==> config.mk <==
export PLATFORM = sky130hd
export DESIGN_NAME = mdcp_core
export DESIGN_NICKNAME = d
export VERILOG_FILES = /design/src/verilog/mdcp_pkg.sv /design/src/verilog/mdcp_core.sv
export SDC_FILE = /design/constraint.sdc
export NUM_CORES = 1
export LEC_CHECK = 0
export CAP_MARGIN = 20
export CORE_ASPECT_RATIO = 1.75
export CORE_MARGIN = 2
export CORE_UTILIZATION = 30
export CTS_CLUSTER_SIZE = 28
export DETAILED_ROUTE_END_ITERATION = 12
export DONT_BUFFER_PORTS = 1
export HOLD_SLACK_MARGIN = 0.1
export PLACE_DENSITY = 0.45
export SLEW_MARGIN = 5
export SYNTH_ARGS = -nofsm -noshare
export SYNTH_HDL_FRONTEND = slang
export SYNTH_SLANG_ARGS = --single-unit
export TNS_END_PERCENT = 20
==> constraint.sdc <==
create_clock -name CLOCK -period 14.3 [get_ports CLOCK]
set_input_delay 1.43 -clock CLOCK [delete_from_list [all_inputs] [get_ports CLOCK]]
set_output_delay 1.43 -clock CLOCK [all_outputs]
set_load 0.005 [all_outputs]
==> src/verilog/mdcp_pkg.sv <==
// Package of constants and types for the motor drive control core.
`default_nettype none
package mdcp_pkg;
    // ==========================================================
    // Register map
    localparam logic [7:0] FAULT_STATUS_ADDR   = 8'h10;
    localparam logic [7:0] FAULT_CAUSE_ADDR    = 8'h11;
    localparam logic [7:0] SPEED_LO_ADDR       = 8'h12;
    localparam logic [7:0] SPEED_HI_ADDR       = 8'h13;
    localparam logic [7:0] CONFIG_ADDR         = 8'h14;
    localparam logic [7:0] CURRENT_ADDR        = 8'h15;
    localparam logic [7:0] SUPPLY_ADDR         = 8'h16;
    localparam logic [7:0] DUTY_ADDR           = 8'h17;
    localparam logic [7:0] LIMIT_ADDR          = 8'h18;
    // ==========================================================
    // Field positions
    localparam int THERMAL_BIT  = 7;
    localparam int SLEEP_BIT    = 6;
    localparam int OVERCUR_BIT  = 5;
    localparam int LOCK_BIT     = 4;
    localparam int CFG_SRC_LSB  = 0;
    localparam int CFG_VREG_BIT = 2;
    // ==========================================================
    // Reset values
    localparam logic [7:0] CONFIG_RST = 8'h00;
    localparam logic [8:0] SPEED_RST  = 9'h000;
    localparam logic [7:0] LIMIT_RST  = 8'hff;
    // ==========================================================
    // Timing at 125 MHz
    localparam int CLK_MHZ        = 125;
    localparam int LOCK_OFF_MS    = 5000;
    localparam int LOCK_OFF_CYC   = LOCK_OFF_MS * CLK_MHZ * 1000;
    localparam int PWM_PERIOD_CYC = 512;
    localparam int SIN_STEPS      = 64;
    localparam int ANA_SAMPLE_US  = 320;
    localparam int ANA_SAMPLE_CYC = ANA_SAMPLE_US * CLK_MHZ;
    // ==========================================================
    // Types
    typedef enum logic [1:0] {
        SRC_PWM,
        SRC_ANALOG,
        SRC_SERIAL
    } mdcp_src_type;
    typedef struct packed {
        logic thermal;
        logic uv_low;
        logic uv_high;
        logic overcurrent;
        logic lock;
        logic [2:0] lock_cause;
    } mdcp_sense_type;
    typedef struct packed {
        logic       wr;
        logic       rd;
        logic [7:0] addr;
        logic [7:0] wdata;
    } mdcp_req_type;
    typedef struct packed {
        logic [7:0] config_v;
        logic [8:0] speed;
        logic [7:0] limit;
    } mdcp_nvm_type;
endpackage : mdcp_pkg
`default_nettype wire
==> src/verilog/mdcp_core.sv <==
// Motor drive control core: speed select, duty, modulation, protection, registers.
`default_nettype none
module mdcp_core
    import mdcp_pkg::*;
#(
    parameter int LOCK_OFF_CYCLES = LOCK_OFF_CYC
) (
    input  wire logic                    CLOCK,
    input  wire logic                    SYS_RST,
    input  wire logic                    CLK_EN,
    input  wire logic                    SPEED_PIN,
    input  wire logic [8:0]              ANALOG_SPEED,
    input  wire logic                    DIR_PIN,
    input  wire mdcp_pkg::mdcp_sense_type SENSE,
    input  wire logic [7:0]              CURRENT_SAMPLE,
    input  wire logic [7:0]              SUPPLY_SAMPLE,
    input  wire logic                    NVM_LOAD,
    input  wire mdcp_pkg::mdcp_nvm_type  NVM_DATA,
    input  wire mdcp_pkg::mdcp_req_type  REQ,
    output logic [7:0]                   RDATA,
    output logic                         RVALID,
    output logic [2:0]                   PHASE_PWM,
    output logic [2:0]                   PHASE_OE_N,
    output logic                         TACH_OUTPUT,
    output logic                         REGULATOR_VOLTAGE_SELECT,
    output logic [8:0]                   OUTPUT_PEAK_DUTY
);
    import mdcp_pkg::*;

    // ==========================================================
    // Input synchronisers
    logic [1:0] spd_s_r, dir_s_r;
    always_ff @(posedge CLOCK) begin
        if (SYS_RST) begin
            spd_s_r <= 2'h0;
            dir_s_r <= 2'h0;
        end else if (CLK_EN) begin
            spd_s_r <= {spd_s_r[0], SPEED_PIN};
            dir_s_r <= {dir_s_r[0], DIR_PIN};
        end
    end
    wire logic spd_pin = spd_s_r[1];
    wire logic dir_fwd = dir_s_r[1];

    // ==========================================================
    // Working registers
    logic [7:0] config_r;
    logic [8:0] speed_command_value_r;
    logic [7:0] limit_r;
    always_ff @(posedge CLOCK) begin
        if (SYS_RST) begin
            config_r              <= CONFIG_RST;
            speed_command_value_r <= SPEED_RST;
            limit_r               <= LIMIT_RST;
        end else if (CLK_EN) begin
            if (NVM_LOAD) begin
                config_r              <= NVM_DATA.config_v;
                speed_command_value_r <= NVM_DATA.speed;
                limit_r               <= NVM_DATA.limit;
            end else if (REQ.wr) begin
                case (REQ.addr)
                    SPEED_LO_ADDR: speed_command_value_r[7:0] <= REQ.wdata;
                    SPEED_HI_ADDR: speed_command_value_r[8]   <= REQ.wdata[0];
                    CONFIG_ADDR:   config_r                   <= REQ.wdata;
                    LIMIT_ADDR:    limit_r                    <= REQ.wdata;
                    default: ;
                endcase
            end
        end
    end
    wire mdcp_src_type src = mdcp_src_type'(config_r[CFG_SRC_LSB +: 2]);

    // ==========================================================
    // Pulse width capture of the speed pin
    logic [8:0] pw_cnt_r, pw_high_r, pw_cmd_r;
    always_ff @(posedge CLOCK) begin
        if (SYS_RST) begin
            pw_cnt_r  <= 9'h000;
            pw_high_r <= 9'h000;
            pw_cmd_r  <= 9'h000;
        end else if (CLK_EN) begin
            if (pw_cnt_r == 9'(PWM_PERIOD_CYC - 1)) begin
                pw_cnt_r  <= 9'h000;
                pw_cmd_r  <= pw_high_r;
                pw_high_r <= 9'h000;
            end else begin
                pw_cnt_r <= pw_cnt_r + 9'h001;
                if (spd_pin && pw_high_r != 9'h1ff)
                    pw_high_r <= pw_high_r + 9'h001;
            end
        end
    end

    // Analog level sampled once per sample period.
    logic [15:0] ana_cnt_r;
    logic [8:0]  ana_cmd_r;
    always_ff @(posedge CLOCK) begin
        if (SYS_RST) begin
            ana_cnt_r <= 16'h0000;
            ana_cmd_r <= 9'h000;
        end else if (CLK_EN) begin
            if (ana_cnt_r == 16'(ANA_SAMPLE_CYC - 1)) begin
                ana_cnt_r <= 16'h0000;
                ana_cmd_r <= ANALOG_SPEED;
            end else begin
                ana_cnt_r <= ana_cnt_r + 16'h0001;
            end
        end
    end

    // ==========================================================
    // Speed command select and duty limiting
    logic [8:0] cmd;
    always_comb begin
        case (src)
            SRC_PWM:    cmd = pw_cmd_r;
            SRC_ANALOG: cmd = ana_cmd_r;
            SRC_SERIAL: cmd = speed_command_value_r;
            default:    cmd = 9'h000;
        endcase
    end
    // The limit register and supply sample cap the duty below the command.
    wire logic [8:0] lim_cap = {limit_r, 1'b1};
    wire logic [8:0] sup_cap = {SUPPLY_SAMPLE, 1'b1};
    logic [8:0] duty_r;
    always_ff @(posedge CLOCK) begin
        if (SYS_RST)
            duty_r <= 9'h000;
        else if (CLK_EN) begin
            if (cmd > lim_cap && lim_cap <= sup_cap)
                duty_r <= lim_cap;
            else if (cmd > sup_cap)
                duty_r <= sup_cap;
            else
                duty_r <= cmd;
        end
    end

    // ==========================================================
    // Protection
    logic uv_lock_r;
    logic lock_off_r;
    logic [31:0] lock_cnt_r;
    logic [2:0] fault_cause_register_r;
    always_ff @(posedge CLOCK) begin
        if (SYS_RST)
            uv_lock_r <= 1'b1;
        else if (CLK_EN) begin
            if (SENSE.uv_low)
                uv_lock_r <= 1'b1;
            else if (SENSE.uv_high)
                uv_lock_r <= 1'b0;
        end
    end
    always_ff @(posedge CLOCK) begin
        if (SYS_RST) begin
            lock_off_r <= 1'b0;
            lock_cnt_r <= 32'h0;
        end else if (CLK_EN) begin
            if (!lock_off_r && SENSE.lock) begin
                lock_off_r <= 1'b1;
                lock_cnt_r <= 32'(LOCK_OFF_CYCLES - 1);
            end else if (lock_off_r) begin
                if (lock_cnt_r == 32'h0)
                    lock_off_r <= 1'b0;
                else
                    lock_cnt_r <= lock_cnt_r - 32'h1;
            end
        end
    end
    always_ff @(posedge CLOCK) begin
        if (SYS_RST)
            fault_cause_register_r <= 3'h0;
        else if (CLK_EN && SENSE.lock)
            fault_cause_register_r <= SENSE.lock_cause;
    end
    wire logic halt = SENSE.thermal | uv_lock_r | lock_off_r;
    wire logic [7:0] fault_status = {SENSE.thermal, 1'b0, SENSE.overcurrent,
                                     lock_off_r | SENSE.lock, 4'h0};

    // ==========================================================
    // Three-phase triangular modulation
    function automatic logic [7:0] wave(input logic [5:0] ph);
        logic [5:0] p;
        logic [7:0] v;
        p = ph;
        if (p >= 6'd42)
            v = 8'h00;
        else if (p < 6'd21)
            v = 8'((p * 12) > 255 ? 255 : p * 12);
        else
            v = 8'((6'd41 - p) * 12 > 255 ? 255 : (6'd41 - p) * 12);
        return v;
    endfunction
    logic [5:0]  elec_r;
    logic [8:0]  carrier_r;
    logic [2:0]  pwm_r;
    wire logic [2:0] pwm_nxt;
    always_ff @(posedge CLOCK) begin
        if (SYS_RST) begin
            elec_r    <= 6'h00;
            carrier_r <= 9'h000;
        end else if (CLK_EN) begin
            carrier_r <= carrier_r + 9'h001;
            if (carrier_r == 9'h1ff && !halt) begin
                if (dir_fwd)
                    elec_r <= elec_r + 6'h01;
                else
                    elec_r <= elec_r - 6'h01;
            end
        end
    end
    genvar g;
    generate
        for (g = 0; g < 3; g++) begin : g_phase
            wire logic [5:0] ph = 6'(elec_r + 6'(g * 21));
            wire logic [16:0] lvl = wave(ph) * duty_r;
            assign pwm_nxt[g] = !halt && (carrier_r < lvl[16:8]);
        end
    endgenerate
    always_ff @(posedge CLOCK) begin
        if (SYS_RST)
            pwm_r <= 3'h0;
        else if (CLK_EN)
            pwm_r <= pwm_nxt;
    end

    // ==========================================================
    // Outputs
    logic tach_r;
    always_ff @(posedge CLOCK) begin
        if (SYS_RST) begin
            PHASE_PWM                <= 3'h0;
            PHASE_OE_N               <= 3'h7;
            tach_r                   <= 1'b0;
            REGULATOR_VOLTAGE_SELECT <= 1'b0;
            OUTPUT_PEAK_DUTY         <= 9'h000;
        end else if (CLK_EN) begin
            PHASE_PWM  <= pwm_r;
            PHASE_OE_N <= (SENSE.overcurrent || halt) ? 3'h7 : 3'h0;
            if (carrier_r == 9'h1ff && !halt && elec_r[2:0] == 3'h0)
                tach_r <= ~tach_r;
            REGULATOR_VOLTAGE_SELECT <= config_r[CFG_VREG_BIT];
            OUTPUT_PEAK_DUTY         <= duty_r;
        end
    end
    assign TACH_OUTPUT = tach_r;

    // ==========================================================
    // Register read port
    always_ff @(posedge CLOCK) begin
        if (SYS_RST) begin
            RDATA  <= 8'h00;
            RVALID <= 1'b0;
        end else if (CLK_EN) begin
            RVALID <= REQ.rd;
            case (REQ.addr)
                FAULT_STATUS_ADDR: RDATA <= fault_status;
                FAULT_CAUSE_ADDR:  RDATA <= {5'h00, fault_cause_register_r};
                SPEED_LO_ADDR:     RDATA <= speed_command_value_r[7:0];
                SPEED_HI_ADDR:     RDATA <= {7'h00, speed_command_value_r[8]};
                CONFIG_ADDR:       RDATA <= config_r;
                CURRENT_ADDR:      RDATA <= CURRENT_SAMPLE;
                SUPPLY_ADDR:       RDATA <= SUPPLY_SAMPLE;
                DUTY_ADDR:         RDATA <= duty_r[8:1];
                LIMIT_ADDR:        RDATA <= limit_r;
                default:           RDATA <= 8'h00;
            endcase
        end
    end

    // ==========================================================
    // Checks
    property p_oc_hiz;
        @(posedge CLOCK) disable iff (SYS_RST) CLK_EN && SENSE.overcurrent |=> PHASE_OE_N == 3'h7;
    endproperty
    a_oc_hiz: assert property (p_oc_hiz) else $error("overcurrent did not tristate");
    property p_therm_off;
        @(posedge CLOCK) disable iff (SYS_RST) CLK_EN && SENSE.thermal |=> pwm_r == 3'h0;
    endproperty
    a_therm_off: assert property (p_therm_off) else $error("thermal did not stop drive");
    property p_lock_stop;
        @(posedge CLOCK) disable iff (SYS_RST) CLK_EN && SENSE.lock && !lock_off_r |=> lock_off_r;
    endproperty
    a_lock_stop: assert property (p_lock_stop) else $error("lock did not stop drive");
    property p_uv;
        @(posedge CLOCK) disable iff (SYS_RST) CLK_EN && SENSE.uv_low |=> uv_lock_r;
    endproperty
    a_uv: assert property (p_uv) else $error("undervoltage not locked");
    property p_vreg;
        @(posedge CLOCK) disable iff (SYS_RST)
            CLK_EN |=> REGULATOR_VOLTAGE_SELECT == $past(config_r[CFG_VREG_BIT]);
    endproperty
    a_vreg: assert property (p_vreg) else $error("regulator select mismatch");
    property p_status;
        @(posedge CLOCK) disable iff (SYS_RST)
            CLK_EN && REQ.rd && REQ.addr == FAULT_STATUS_ADDR |=> RDATA[THERMAL_BIT] == $past(SENSE.thermal);
    endproperty
    a_status: assert property (p_status) else $error("status bit 7 wrong");
    property p_duty_cap;
        @(posedge CLOCK) disable iff (SYS_RST)
            (duty_r <= lim_cap && duty_r <= sup_cap) || !$past(CLK_EN)
            || $changed(limit_r) || $changed(SUPPLY_SAMPLE);
    endproperty
    a_duty_cap: assert property (p_duty_cap) else $error("duty above limits");
    property p_nvm;
        @(posedge CLOCK) disable iff (SYS_RST) CLK_EN && NVM_LOAD |=> config_r == $past(NVM_DATA.config_v);
    endproperty
    a_nvm: assert property (p_nvm) else $error("nvm load missed");
    c_lock: cover property (@(posedge CLOCK) disable iff (SYS_RST) $fell(lock_off_r));
    c_oc: cover property (@(posedge CLOCK) disable iff (SYS_RST) SENSE.overcurrent);
    c_tach: cover property (@(posedge CLOCK) disable iff (SYS_RST) $rose(tach_r));
endmodule : mdcp_core
`default_nettype wire

==> metrics.log <==
INFO  metric cts_num_sinks = between 150 and 200
INFO  metric die_width = about 190 um
INFO  metric final_hold_viol_count = 0
INFO  metric synthCells = roughly 2,100
INFO  metric port-buffer-count = 0
INFO  metric finalWorstPathRequiredPeriod = between 10,000 and 15,000 ps
INFO  metric design.core.area = 57,040 um^2
INFO  metric cts_hold_repair.buffers = 0
INFO  metric post-synth-top-count-cell = sky130_fd_sc_hd__inv_1
INFO  metric grtUsageTotal = 0.1882
INFO  metric dominantRegCellSynth = sky130_fd_sc_hd__dfxtp_1
INFO  metric cellLeakagePower = 8.719 nW
INFO  metric finalSetupViolations = 0
INFO  metric layout.nets = about 2,500
INFO  metric cts_buffer_depth = 2
INFO  metric drc = 0
INFO  metric globalRouteOverflowTotal = 0
INFO  metric critical_path_peak_fanout = 13
INFO  metric synth_largest_type_area_fraction = 0.1961
INFO  metric gpl.final_weighted_congestion = ~0.9
INFO  metric critical_path_arrival = roughly 11,000 ps
INFO  metric cell_area_after_placement = 18,070 um^2
INFO  metric holdCritPathClass = reg -> reg
INFO  metric synth_seq_cells = approximately 170
INFO  metric route.antenna.remaining_nets = 0
INFO  metric maxClockFrequency = between 0.09 and 0.1 GHz
INFO  metric synth.avg_cell_area = between 8 and 9 um^2
INFO  metric crit_path_top_delay_cell = sky130_fd_sc_hd__dfxtp_1
INFO  metric synth_nets = about 2,500
INFO  metric timing.setup.tns = 0 ps
INFO  metric rsz_0062_raised_after_global_routing = false
INFO  metric synth.top_cells.by_count = 264 x sky130_fd_sc_hd__inv_1, 215 x sky130_fd_sc_hd__ha_1, 209 x sky130_fd_sc_hd__nor2_1, 204 x sky130_fd_sc_hd__nand2_1, 169 x sky130_fd_sc_hd__dfxtp_1
INFO  metric post-route-period-util = 0.7156
INFO  metric cp_common_cell = sky130_fd_sc_hd__a21oi_1
INFO  metric report.power.total = roughly 1.2 mW
INFO  metric synth_edf_count = 0
INFO  metric worst_r2r_startpoint = elec_r[2]
INFO  metric timing.max_slew.rel_slack = 0.2701
INFO  metric cts_root_buf = sky130_fd_sc_hd__clkbuf_16
INFO  metric number_of_fill_cells_in_the_layout = ~6,100
INFO  metric status = completed
INFO  metric area_taken_by_flip_flops_and_latches = approximately 3400 um^2
INFO  metric floorplan.die.height = 321.2 um
INFO  metric post_synth_num_cell_types = about 80
INFO  metric largest_net_degree_at_the_start_of_global_routing = around 130
INFO  metric initial_utilization = 0.3024
INFO  metric crit_path_start_kind = flip-flop
INFO  metric cap_violations = 0
INFO  metric cts_tree = yes
INFO  metric clock_latency_at_the_later_pin_of_the_worst_skew_pair = about 470 ps
INFO  metric post_synth_main_area_contributors = sky130_fd_sc_hd__dfxtp_1 20%, sky130_fd_sc_hd__ha_1 16%, sky130_fd_sc_hd__fa_1 15%, sky130_fd_sc_hd__inv_1 5.7%, sky130_fd_sc_hd__nor2_1 4.5%
INFO  metric worst_clock_skew = 15.70 ps
INFO  metric postCtsSetupRepairBufs = 0
INFO  metric yosys_warnings = 0
INFO  metric pwr_density_cell = roughly 65 nW/um^2
INFO  metric max_slew.worst_pin.slew = ~1100 ps
INFO  metric cts_buffers = 17
INFO  metric synth_area_leader_cell = sky130_fd_sc_hd__dfxtp_1
INFO  metric sort_of_element_at_the_end_of_the_critical_path = flip-flop
INFO  metric crit_required = roughly 15,000 ps
INFO  metric area_growth_syn_to_layout = 8.645%
INFO  metric vias = roughly 14,000
INFO  metric routedWlPerCell = approximately 19 um
INFO  metric startpoint = elec_r[2]
INFO  metric wire_length_of_the_first_global_routing_pass = between 80,000 and 90,000 um
INFO  metric detail_route.vias_per_cell = roughly 5.0
INFO  metric n_antenna_cell = 0
INFO  metric synth.cell_area = ~17,000 um^2
INFO  metric final-instance-count-excl-fill = between 2,000 and 3,000
INFO  metric drt_iter0_drc = slightly below 600
INFO  metric post_cts.resized_instances = 0
INFO  metric final_area = approximately 19,000 um^2
INFO  metric cts.clk_slew.worst_paths = 80 ps
INFO  metric placement_rows = ~120
INFO  metric dp.final_hpwl = 43,600 um
INFO  metric critical_path.max_stage_delay = 710 ps
INFO  metric die_area = slightly below 60,000 um^2
INFO  metric via_count_of_the_first_global_routing_pass = about 15,000
INFO  metric number_of_max_slew_violations_in_the_final_report = 0
INFO  metric ys_async_sr_fraction = 0
INFO  metric timing_worst_setup_path_type = reg -> reg
INFO  metric route.final.wire_length = 54,180 um
INFO  metric multiInputGateArea = about 13,000 um^2
INFO  metric drive_above_1_share = 0.04318
INFO  metric io-pin-count = roughly 110
INFO  metric ctsHtreeMaxLevel = 4
INFO  metric min_delay_startpoint = pw_cmd_r[4]
INFO  metric synth-seq-area-share = 0.1961
INFO  metric dp.cells = between 2,000 and 3,000
INFO  metric detailedRoute.firstPassIterationCount = 5
INFO  metric antenna_found_initial = 0
INFO  metric ir_drop = 0.09330 mV
registers in the layout (all words and copies together) (netlist names), 2 cells and up:
register	flops
pw_high_r	9
RDATA	8
duty_r	9
spd_s_r	2
lock_cnt_r	32
ana_cmd_r	9
PHASE_PWM	3
ana_cnt_r	16
OUTPUT_PEAK_DUTY	9
fault_cause_register_r	3
speed_command_value_r	9
elec_r	6
dir_s_r	2
pw_cmd_r	9
pwm_r	3
pw_cnt_r	9
carrier_r	9
config_r	8
limit_r	8
worst paths after layout:
check	slack [ps]	endpoint	cells past startpoint
setup / recovery	4070	pwm_r[2]	37
hold / removal	470	pw_cmd_r[4]	2
hold reg to reg	470	pw_cmd_r[4]	2
setup reg to reg	4070	pwm_r[2]	37
critical path: cells and delay by family, from the launching register on:
kind	cells	cell delay, ps
adders and majority gates	9	3460
AOI/OAI and AO/OA	15	3430
xor gates and xnor gates	3	950
and+or+nand+nor	4	900
DFF	1	710
buffers and inverters	6	680
layer usage:
metal	track usage	vias up	routed length (um)
met5	0	-	0
met1	0.1802	6828	18850
li1	-	6921	-
met2	0.3729	314	30310
met3	0.02729	141	1865
met4	0.1051	0	3160
kinds of logic (layout without fill, tap and decap cells):
family,after synthesis,count (layout),synth area share
and+or+nand+nor,697,697,0.1901
AOI/OAI and AO/OA,352,352,0.1358
buffers and inverters,351,321,0.07739
adders and majority gates,340,340,0.3010
DFF,169,169,0.1961
xor gates and xnor gates,118,118,0.05991
muxes,64,64,0.03967
layout by cell type (no fill, tap or decap), types with 17 or more instances in the layout:
cell                          n
sky130_fd_sc_hd__ha_1       215
sky130_fd_sc_hd__and2_1      67
sky130_fd_sc_hd__nor2_1     209
sky130_fd_sc_hd__xnor2_1     67
sky130_fd_sc_hd__nor3_1      43
sky130_fd_sc_hd__buf_4       22
sky130_fd_sc_hd__o22ai_1     19
sky130_fd_sc_hd__o21ai_0     39
sky130_fd_sc_hd__dfxtp_1    169
sky130_fd_sc_hd__a211oi_1    25
sky130_fd_sc_hd__nand2_1    204
sky130_fd_sc_hd__clkbuf_16   17
sky130_fd_sc_hd__a21oi_1    128
sky130_fd_sc_hd__mux2i_1     58
sky130_fd_sc_hd__nand4_1     24
sky130_fd_sc_hd__a21o_1      29
sky130_fd_sc_hd__and3_1      22
sky130_fd_sc_hd__nand3_1     25
sky130_fd_sc_hd__fa_1       125
sky130_fd_sc_hd__nor2b_1     25
sky130_fd_sc_hd__xor2_1      51
sky130_fd_sc_hd__nand2b_1    17
sky130_fd_sc_hd__inv_1      264
area by class of cell:
cell class,instances,share of cell area
Clock inverter,15,0.01262
Inverter,266,0.05327
Clock buffer,17,0.02270
Multi-Input combinational cell,1571,0.6703
Timing Repair Buffer,23,0.009413
Sequential cell,169,0.1805
Tap cell,767,0.05120
where the power goes:
group,internal (mW),switching [mW],leakage [nW],total (mW)
clock network,0.286,0.241,0.316,0.527
registers,0.487,0.0215,1.38,0.508
logic,0.0733,0.106,7.03,0.180
total,0.846,0.368,8.72,1.21
through the flow:
step / worst slack [ps] / util / hold WS (ps)
4_1_cts: 3947 / 0.3285 / 462.5
6_report: 4067 / 0.3286 / 467.4
3_5_place_dp: 4008 / 0.3169 / 447.8
3_3_place_gp: 4192 / 0.3167 / 441.4
5_1_grt: 3199 / 0.3286 / 476.5
2_1_floorplan: 5345 / - / 433.8
Power figures use the tool's default switching activity.
